==> config.mk <==
export PLATFORM = sky130hd
export DESIGN_NAME = afbi_host
export DESIGN_NICKNAME = d
export VERILOG_FILES = /design/src/verilog/afbi_pkg.sv /design/src/verilog/afbi_host.sv
export SDC_FILE = /design/constraint.sdc
export NUM_CORES = 1
export LEC_CHECK = 0
export ABC_AREA = 0
export BUFFER_PORTS_ARGS = -buffer_cell sky130_fd_sc_hd__buf_2
export CORE_MARGIN = 4
export CORE_UTILIZATION = 58
export CTS_CLUSTER_SIZE = 25
export DETAILED_ROUTE_END_ITERATION = 6
export PLACE_DENSITY_LB_ADDON = 0.08
export SETUP_SLACK_MARGIN = 0.15
export SKIP_LAST_GASP = 1
export SLEW_MARGIN = 20
export SYNTH_ARGS = -nofsm -noshare
export SYNTH_HDL_FRONTEND = slang
export SYNTH_SLANG_ARGS = --single-unit
==> constraint.sdc <==
create_clock -name hclk -period 3.46 [get_ports hclk]
set_clock_uncertainty 0.1 [all_clocks]
set_input_delay 0.346 -clock hclk [delete_from_list [all_inputs] [get_ports hclk]]
set_output_delay 0.346 -clock hclk [all_outputs]
set_load 0.02 [all_outputs]
==> src/verilog/afbi_pkg.sv <==
// package for the flash bus host controller: register map, timing, state types
// assumes a 125 MHz hclk and a single AHB-Lite master in front of the controller
package afbi_pkg;
    localparam int unsigned clk_mhz = 125;
    // reset low pulse and its shortened form when the flash is idle
    localparam int unsigned reset_low_pulse_time_us = 25;
    localparam int unsigned reset_low_short_time_ns = 100;
    localparam int unsigned reset_low_cycles = reset_low_pulse_time_us * clk_mhz;
    localparam int unsigned reset_short_cycles = (reset_low_short_time_ns * clk_mhz + 999) / 1000;
    // device internal reset completion after release during a busy operation
    localparam int unsigned reset_complete_time_ns = 100;
    localparam int unsigned reset_complete_cycles =
        (reset_complete_time_ns * clk_mhz + 999) / 1000;
    // register offsets (byte addresses)
    localparam logic [7:0] reg_ctrl = 8'h00;
    localparam logic [7:0] reg_addr = 8'h04;
    localparam logic [7:0] reg_wdata = 8'h08;
    localparam logic [7:0] reg_rdata = 8'h0C;
    localparam logic [7:0] reg_status = 8'h10;
    localparam logic [7:0] reg_cmd = 8'h14;
    localparam logic [7:0] reg_wakeup = 8'h18;
    // control register fields
    localparam int unsigned ctrl_byte_mode = 0;
    localparam int unsigned ctrl_sel2 = 1;
    localparam int unsigned ctrl_prog_en = 2;
    localparam int unsigned ctrl_short_reset = 3;
    // command codes written to the command register
    localparam logic [2:0] cmd_read = 3'h1;
    localparam logic [2:0] cmd_write = 3'h2;
    localparam logic [2:0] cmd_reset = 3'h3;
    localparam logic [2:0] cmd_set_config = 3'h4;
    // configuration sequence and read-array command data words
    localparam logic [15:0] cfg_setup_data = 16'h0060;
    localparam logic [15:0] cfg_confirm_data = 16'h0004;
    localparam logic [15:0] read_array_data = 16'h00FF;
    // bus cycle phase lengths and the default wake-up wait, in clock cycles
    localparam logic [15:0] access_cycles = 16'h000E;
    localparam logic [15:0] strobe_cycles = 16'h0008;
    localparam logic [15:0] recovery_cycles = 16'h0005;
    localparam logic [15:0] wakeup_default = 16'h0020;
    localparam int unsigned addr_w = 24;

    typedef enum logic [6:0] {
        st_idle = 7'h01,
        st_setup = 7'h02,
        st_strobe = 7'h04,
        st_recover = 7'h08,
        st_reset_low = 7'h10,
        st_wake = 7'h20,
        st_cfg2 = 7'h40
    } afbi_state_type;

    // flash pins driven by the controller
    typedef struct packed {
        logic power_down_reset_in_n;
        logic select_in_0;
        logic select_in_1;
        logic select_in_2;
        logic oe_n;
        logic we_n;
        logic byte_n;
        logic program_enable_input;
        logic [addr_w-1:0] addr;
        logic [15:0] dq_out;
        logic [15:0] dq_oe;
    } afbi_pins_type;

    typedef struct packed {
        afbi_state_type state;
        logic [31:0] count;
        logic is_write;
        logic [7:0] ctrl;
        logic [addr_w-1:0] addr;
        logic [15:0] wdata;
        logic [15:0] rdata;
        logic [15:0] wakeup;
        logic done;
        logic cfg_mode;
        logic eight_word;
        logic [15:0] cfg_value;
        afbi_pins_type pins;
        logic hsel_d;
        logic hwrite_d;
        logic [7:0] haddr_d;
        logic [31:0] hrdata;
    } afbi_regs_type;
endpackage

==> src/verilog/afbi_host.sv <==
// host controller for an asynchronous parallel flash port, driven over AHB-Lite
// assumes the flash pins settle within the programmed phase counts; busy and dq sync here
//
// Summary of operation
// - hold reset low at least 25 us
// - idle flash allows 100 ns reset pulse
// - wait wake-up after later of reset, busy
// - read asserts select and oe, we high
// - never assert oe and we together
// - array write raises program enable; here only when the ctrl_prog_en bit is set
// - read-array command before page reads
// - config set by 0060h then 0004h
module afbi_host
    import afbi_pkg::*;
#(
    parameter int unsigned reset_cycles = reset_low_cycles
) (
    // clock and reset
    input wire logic hclk,
    input wire logic hresetn,
    // ahb-lite slave
    input wire logic hsel,
    input wire logic [31:0] haddr,
    input wire logic [1:0] htrans,
    input wire logic hwrite,
    input wire logic [2:0] hsize,
    input wire logic [31:0] hwdata,
    input wire logic hready,
    output logic hreadyout,
    output logic hresp,
    output logic [31:0] hrdata,
    // flash pins
    output afbi_pins_type flash_out,
    input wire logic [15:0] dq_in,
    input wire logic busy_status_out
);
    afbi_regs_type r, next_r;
    logic [15:0] dq_s1, dq_s2;
    logic busy_s1, busy_s2;
    logic ce_decoded;
    logic [31:0] reset_len;

    // two-stage synchronisers on the flash outputs
    always_ff @(posedge hclk or negedge hresetn) begin
        if (!hresetn) begin
            dq_s1 <= 16'h0000;
            dq_s2 <= 16'h0000;
            busy_s1 <= 1'b1;
            busy_s2 <= 1'b1;
        end else begin
            dq_s1 <= dq_in;
            dq_s2 <= dq_s1;
            busy_s1 <= busy_status_out;
            busy_s2 <= busy_s1;
        end
    end

    // enabled select pattern for current pins
    assign ce_decoded = r.pins.select_in_2 ? !(r.pins.select_in_1 && r.pins.select_in_0)
                                           : !(r.pins.select_in_1 || r.pins.select_in_0);
    assign reset_len = r.ctrl[ctrl_short_reset] && busy_s2 ? 32'(reset_short_cycles)
                                                           : 32'(reset_cycles);

    always_comb begin
        next_r = r;
        // ahb data phase, single cycle answer
        next_r.hsel_d = hsel && hready && htrans[1];
        next_r.hwrite_d = hwrite;
        next_r.haddr_d = haddr[7:0];
        if (hsel && hready && htrans[1] && !hwrite) begin
            case (haddr[7:0])
                reg_ctrl: next_r.hrdata = {24'h000000, r.ctrl};
                reg_addr: next_r.hrdata = {8'h00, r.addr};
                reg_wdata: next_r.hrdata = {16'h0000, r.wdata};
                reg_rdata: next_r.hrdata = {16'h0000, r.rdata};
                reg_status: next_r.hrdata = {12'h000, r.cfg_value, r.eight_word, busy_s2,
                                             r.done, r.state == st_idle ? 1'b0 : 1'b1};
                reg_wakeup: next_r.hrdata = {16'h0000, r.wakeup};
                default: next_r.hrdata = 32'h00000000;
            endcase
        end
        if (r.hsel_d && r.hwrite_d) begin
            case (r.haddr_d)
                reg_ctrl: next_r.ctrl = hwdata[7:0];
                reg_addr: next_r.addr = hwdata[addr_w-1:0];
                reg_wdata: next_r.wdata = hwdata[15:0];
                reg_wakeup: next_r.wakeup = hwdata[15:0];
                default: ;
            endcase
        end
        // pins that follow control settings
        next_r.pins.byte_n = !r.ctrl[ctrl_byte_mode];
        case (r.state)
            st_idle: begin
                if (r.hsel_d && r.hwrite_d && r.haddr_d == reg_cmd && hwdata[2:0] != 3'h0) begin
                    next_r.done = 1'b0;
                    next_r.count = 32'h0;
                    next_r.cfg_mode = 1'b0;
                    next_r.is_write = 1'b1;
                    next_r.pins.addr = r.addr;
                    next_r.pins.dq_out = r.wdata;
                    next_r.state = st_setup;
                    case (hwdata[2:0])
                        cmd_read: begin
                            // read-array command cycle first, the array read follows it
                            next_r.cfg_mode = 1'b1;
                            next_r.pins.dq_out = read_array_data;
                        end
                        cmd_write: next_r.pins.program_enable_input = r.ctrl[ctrl_prog_en];
                        cmd_reset: begin
                            next_r.state = st_reset_low;
                            next_r.pins.power_down_reset_in_n = 1'b0;
                            next_r.pins.dq_oe = 16'h0000;
                        end
                        cmd_set_config: begin
                            next_r.cfg_mode = 1'b1;
                            next_r.cfg_value = r.wdata;
                            next_r.pins.addr = {8'h00, r.wdata};
                            next_r.pins.dq_out = cfg_setup_data;
                        end
                        default: next_r.state = st_idle;
                    endcase
                    if (next_r.state == st_setup) begin
                        // select asserted by the ce pattern the control register asks for
                        next_r.pins.select_in_2 = r.ctrl[ctrl_sel2];
                        next_r.pins.select_in_1 = 1'b0;
                        next_r.pins.select_in_0 = r.ctrl[ctrl_sel2];
                        next_r.pins.dq_oe = next_r.is_write ? 16'hFFFF : 16'h0000;
                    end
                end
            end
            st_setup: begin
                // we or oe, never both
                next_r.pins.oe_n = r.is_write;
                next_r.pins.we_n = !r.is_write;
                next_r.count = 32'h0;
                next_r.state = st_strobe;
            end
            st_strobe: begin
                next_r.count = r.count + 32'h1;
                if (r.count >= 32'(r.is_write ? strobe_cycles : access_cycles)) begin
                    if (!r.is_write) next_r.rdata = r.ctrl[ctrl_byte_mode] ?
                        {8'h00, dq_s2[7:0]} : dq_s2;
                    next_r.pins.oe_n = 1'b1;
                    next_r.pins.we_n = 1'b1;
                    next_r.count = 32'h0;
                    next_r.state = st_recover;
                end
            end
            st_recover: begin
                next_r.count = r.count + 32'h1;
                next_r.pins.select_in_0 = 1'b1;
                next_r.pins.select_in_1 = 1'b1;
                next_r.pins.select_in_2 = 1'b1;
                if (r.count >= 32'(recovery_cycles)) begin
                    next_r.pins.dq_oe = 16'h0000;
                    next_r.pins.program_enable_input = 1'b0;
                    if (r.cfg_mode) begin
                        next_r.state = st_cfg2;
                    end else begin
                        next_r.done = 1'b1;
                        next_r.state = st_idle;
                    end
                end
            end
            st_cfg2: begin
                // second cycle: array read after read-array, or config confirm
                next_r.cfg_mode = 1'b0;
                if (r.pins.dq_out == read_array_data) begin
                    next_r.is_write = 1'b0;
                end else begin
                    // confirm repeats value on address lines, eight-word bit is 13
                    next_r.eight_word = r.cfg_value[13];
                    next_r.pins.dq_out = cfg_confirm_data;
                    next_r.pins.dq_oe = 16'hFFFF;
                end
                next_r.pins.select_in_2 = r.ctrl[ctrl_sel2];
                next_r.pins.select_in_1 = 1'b0;
                next_r.pins.select_in_0 = r.ctrl[ctrl_sel2];
                next_r.state = st_setup;
            end
            st_reset_low: begin
                next_r.count = r.count + 32'h1;
                if (r.count + 32'h1 >= reset_len) begin
                    next_r.pins.power_down_reset_in_n = 1'b1;
                    next_r.eight_word = 1'b0;
                    next_r.count = 32'h0;
                    next_r.state = st_wake;
                end
            end
            st_wake: begin
                // wake-up counted from later of reset release and busy high
                if (!busy_s2) next_r.count = 32'h0;
                else next_r.count = r.count + 32'h1;
                if (busy_s2 && r.count >= {16'h0000, r.wakeup}) begin
                    next_r.done = 1'b1;
                    next_r.state = st_idle;
                end
            end
            default: next_r.state = st_idle;
        endcase
        if (ce_decoded && !r.pins.oe_n && !r.pins.we_n) next_r.pins.we_n = 1'b1;
    end

    always_ff @(posedge hclk or negedge hresetn) begin
        if (!hresetn) begin
            r <= '0;
            r.state <= st_idle;
            r.wakeup <= wakeup_default;
            r.pins.power_down_reset_in_n <= 1'b1;
            r.pins.select_in_0 <= 1'b1;
            r.pins.select_in_1 <= 1'b1;
            r.pins.select_in_2 <= 1'b1;
            r.pins.oe_n <= 1'b1;
            r.pins.we_n <= 1'b1;
            r.pins.byte_n <= 1'b1;
        end else begin
            r <= next_r;
        end
    end

    // outputs straight from registers, ready and response tied to constants
    assign hreadyout = 1'b1;
    assign hresp = 1'b0;
    assign hrdata = r.hrdata;
    assign flash_out = r.pins;
endmodule

* Word-level counts from Yosys, hierarchy flattened
Cells that the tools add are included.
** Storage, ports and cells
- Register bits after elaboration :: 279
- Input port bits :: 91
- Output and inout bits :: 98
- Logic and storage cells :: 176
** Cells by class
- $add $sub $neg :: 1
- Order comparisons :: 4
- Equal/unequal tests :: 35
- Multiplexer cells :: 51
- Bitwise logic cells :: 1
- Reduce and logical (&&, ||, !) cells :: 53
** Operators by type and width (count)
- 32-bit case mux with 6 select lines :: 1
- 24-bit case mux with 6 select lines :: 1
- 39-bit two-way mux :: 2
- 16-bit two-way mux :: 4
- 32-bit two-way mux :: 2
- 16-bit case mux with 2 select lines :: 2
- 57-bit two-way mux :: 1
- 7-bit case mux with 7 select lines :: 1
- 16-bit case mux with 3 select lines :: 1
- 40-bit two-way mux :: 1
- 7-bit two-way mux :: 5
- 32-bit by 1-bit adder with 32-bit output (second input constant) :: 1
- 8-bit by 5-bit equality test with 1-bit output (second input constant) :: 4
- 32-bit by 12-bit >= comparator with 1-bit output :: 1
- 32-bit by 16-bit >= comparator with 1-bit output :: 1
- 32-bit by 3-bit >= comparator with 1-bit output (second input constant) :: 1
- 32-bit by 4-bit >= comparator with 1-bit output :: 1
- 8-bit by 4-bit equality test with 1-bit output (second input constant) :: 3
- 24-bit two-way mux :: 1
- 2-bit AND reduction :: 9
- 3-bit AND reduction :: 6
- 16-bit by 8-bit equality test with 1-bit output (second input constant) :: 1
- 8-bit by 3-bit equality test with 1-bit output (second input constant) :: 2
- 8-bit logical NOT :: 2
- 35 further kinds :: 91

* Longest topological paths before layout
- Word-level depth :: 9
- Gate-level depth with buffers :: 16
- Gate-level depth less buffers :: 12

* Worst setup path after synthesis
No wires, ideal clock.
- Path kind :: register to register
- Start point :: reg r[208] (netlist name)
- End point :: reg r[226] (netlist name)
- Library setup time :: 0.104 ns
- Data arrival time :: 2.914 ns
- Setup slack :: 0.342 ns
- Stages on the path, launching flop included :: 15
- Path buffers :: 3
- Path through :: dfrtp_1 > buf_4 > and4_1 > clkbuf_1 > nand3_1 > nor2_1 > xor2_1 > ha_1 > a2111oi_0 > and3_1 > nand4_1 > and4bb_1 > buf_4 > nor2_2 > o41ai_2
** Between the ends
- Longest elaborated chain between the ends :: 4
** Ends and longest elaborated chain
- from (decl) :: RTL line afbi_host.sv:37 : afbi_regs_type r, next_r;
- from (signal assigned) :: RTL line afbi_host.sv:218 : r <= next_r;
- 32-bit by 1-bit adder with 32-bit output
- 32-bit by 12-bit >= comparator with 1-bit output :: RTL line afbi_host.sv:184 : if (r.count + 32'h1 >= reset_len) begin
- 39-bit two-way mux :: RTL line afbi_host.sv:184
- 32-bit case mux with 6 select lines * :: RTL line afbi_host.sv:93 : case (r.state)
Mark *: on every way between the ends. The rest lies on a longest branch, timed or not. The select of a mux whose other input is x is not followed.
A chain may end at the register's enable or synchronous reset.

* Final worst setup path
- Start point :: reg r[207] (netlist name)
- End point :: reg r[226] (netlist name)
The elaborated chain is that of the path after synthesis.

==> reports/results.ini <==
[timing]
finalCriticalPeriod_ps = 3237
relSlewSlack_pct = 36.58
setup_tns_ps = 0
finalHoldViolCount = 0
worstMarginPinSlew_ps = 947.8
rsz0062_at_grt = true
layout_setup_ws_ps = 223.0
fmax_ghz = 0.3089
drv_slew = 0
finalCritPeriodShare_pct = 93.56
finalSetupViolations = 0

[yosys]
async_flop_share_pct = 100.0
synth_cell_type_count = 73
avgSynthCellArea_um2 = 10.48
synth.ff_latch_count = 255
yosysWarnings = 0
netlist_area_mm2 = 0.01281
synth_top_area_share_pct = 47.86
netlist_top_cells_area = dfrtp_1, mux2_2, buf_4, nand2_1, o21ai_0
synth.largest_area_cell = dfrtp_1
syn-instance-count = 1222
synth_edf_count = 0
synth_ff_type = dfrtp_1
seq_area_frac_synth_pct = 49.91

[clock_network]
cts_tree = built
path_clk_slew_ps = 60
htree_num_levels = 1
cts_buffers = 29
cts-root-buf = clkbuf_16
cts_buffer_depth = 3
worstSkewPairLatency_ps = 560
clock_sinks = 255

[layout]
area_growth_pct = 15.41
antennaDiodeCount = 0
final.fill_count = 1704
final_cell_mix = dfrtp_1, buf_2, nand2_1
regArea_mm2 = 0.006397
multiInputGateArea_mm2 = 0.005338
fin_util_pct = 67.96
final_nets = 1445
final_common_cell = dfrtp_1
fin_cells = 1627
drive_gt1_share_pct = 27.84

[global_routing]
grt_overflow = 0
grt_pass1_vias = 9057
grt_pass1_wl_um = 50510
grt_max_degree = 102
grt_use_total_pct = 25.91
antenna_found_initial = 0

[worst_setup_path]
worst_setup_path_start_kind = register
critPathMaxStageDelay_ps = 430
arrival_ps = 3580
critPathTopFamily = simple AND/OR/NAND/NOR gates
cp_cell_sequence = and2_4, nand4_1, and2_1, or2_2, ha_1, o21a_1, a2111o_1, o41a_1, a21oi_2, and4bb_2, buf_6, nor2_4, o41ai_2
cp_num_buf_inv = 1
worstSetupPathType = reg2reg
cp_slowest_cell = dfrtp_2
cp.required_ps = 3810
cp-end-kind = register
path_max_fanout = 7

[floorplanning]
dieWidth_um = 156.6
fp.dieArea_mm2 = 0.02453
fp-row-count = 54
ios = 189
fp.dieH_um = 156.6
initial_utilization_pct = 58.89
core_mm2 = 0.02176

[placement]
place.gp.congestion = 0.8860
portBuffers = 142
place_ws_ps = 104.3
dpl.cell_count = 1527
place_hpwl_um = 22100

[power]
p_leak_nw = 7.061
powerDensity_mw_per_mm2 = 515.2
total_power_mw = 7.617
irDropWorstVdd_mv = 0.4378

[drt]
drc = 0
wl_um = 31890
drt_iter0_markers = 652
drt_first_pass_iters = 7
wl_per_cell_um = 19.60
vias = 9450
viasPerCell = 5.808
drt.antenna.violating_nets = 0

[flow_run]
drv_cap = 0

[status]
status = finished clean

[min_path]
min_path_type = in2reg

==> power breakdown <==
part	switching [mW]	internal (mW)
sequential	0.135	3.17
clock	1.23	1.89
combinational	0.726	0.462
==> worst register-to-register path: stages, from the launching register on <==
cell	delay, ps
dfrtp_2	430
and2_4	170
nand4_1	120
and2_1	190
or2_2	290
ha_1	270
o21a_1	100
a2111o_1	360
o41a_1	340
a21oi_2	100
and4bb_2	280
buf_6	130
nor2_4	50
o41ai_2	200
==> metal layers <==
metal	up-vias	GRT usage (%)	share of wire (%)
li1	4463	-	-
met1	4661	37.93	46
met2	277	41.56	46
met3	49	3.346	5.5
met4	0	6.281	2.1
met5	-	0	0
==> path summary, 6_finish.rpt <==
| check | start | endpoint | slack [ps] | cells after the start |
|---|---|---|---|---|
| setup / recovery | r[207] | r[226] | 220 | 13 |
| hold / removal | hwdata[0] | r[197] | 90 | 3 |
| setup reg to reg | r[207] | r[226] | 220 | 13 |
| hold reg to reg | dq_s1[6] | dq_s2[6] | 250 | 0 |
| max in group asynchronous | hresetn | r[238] | 2010 | 3 |
| min in group asynchronous | hresetn | flash_out[53] | 320 | 2 |
==> flip-flops by register name, indices dropped and copies added, names as in the netlist <==
register	flops
busy_s1	1
busy_s2	1
dq_s1	16
dq_s2	16
flash_out	48
hrdata	24
r	149
==> cell families after synthesis <==
kind of cell             synth area share [%]
AND/OR/NAND/NOR                         13.17
flip-flops                              49.91
AO/OA/AOI/OAI                           12.60
buffers and inverters                   9.005
multiplexers                            11.81
adder cells (fa/ha/maj)                 2.637
XOR/XNOR                               0.8204
other                                 0.05862
==> cells in the mapped netlist (5+ instances only) <==
| master | count |
|---|---|
| a31oi_1 | 9 |
| and3_1 | 11 |
| a22o_1 | 16 |
| o21ai_0 | 78 |
| a21oi_1 | 38 |
| and2_1 | 10 |
| buf_4 | 100 |
| a22oi_1 | 13 |
| o41ai_1 | 6 |
| xnor2_1 | 7 |
| dfstp_2 | 10 |
| ha_1 | 27 |
| nand2b_1 | 10 |
| nand4_1 | 19 |
| a21o_1 | 10 |
| inv_1 | 34 |
| nor4_1 | 17 |
| a222oi_1 | 8 |
| nand2_1 | 121 |
| nor2b_1 | 6 |
| nor3b_1 | 7 |
| buf_2 | 7 |
| o211ai_1 | 6 |
| o31ai_1 | 10 |
| nand3b_1 | 5 |
| xor2_1 | 5 |
| clkbuf_1 | 56 |
| nor3_1 | 14 |
| nand3_1 | 25 |
| dfrtp_1 | 245 |
| nor2_1 | 66 |
| mux2i_1 | 33 |
| o21ai_1 | 8 |
| mux2_2 | 105 |
| o22a_1 | 9 |
| or2_2 | 5 |
==> repair_timing <==
action	CTS	global route
hold buffers	48	0
endpoints found under the setup margin	7	18
pin swaps	0	3
resized for setup	5	10
hold endpoints to repair	171	0
setup buffers	0	1
==> per-stage QoR <==
step | hold slack (ps) | cell area (um^2)
after floorplan | -49.59 | 12840
after global placement | 231.2 | 13270
after detailed placement | 234.7 | 13270
after CTS | 67.34 | 14750
after global routing | 107.0 | 14790
final | 94.96 | 14790
==> final cells by class <==
cell class | instances | share of cell area (%)
inverters | 35 | 0.8886
well taps | 280 | 2.369
clock buffers | 40 | 5.864
clock inverters | 11 | 0.8462
repair buffers | 234 | 10.66
multi-input cells | 772 | 36.10
flip-flops and latches | 255 | 43.27
Power figures use the tool's default switching activity.
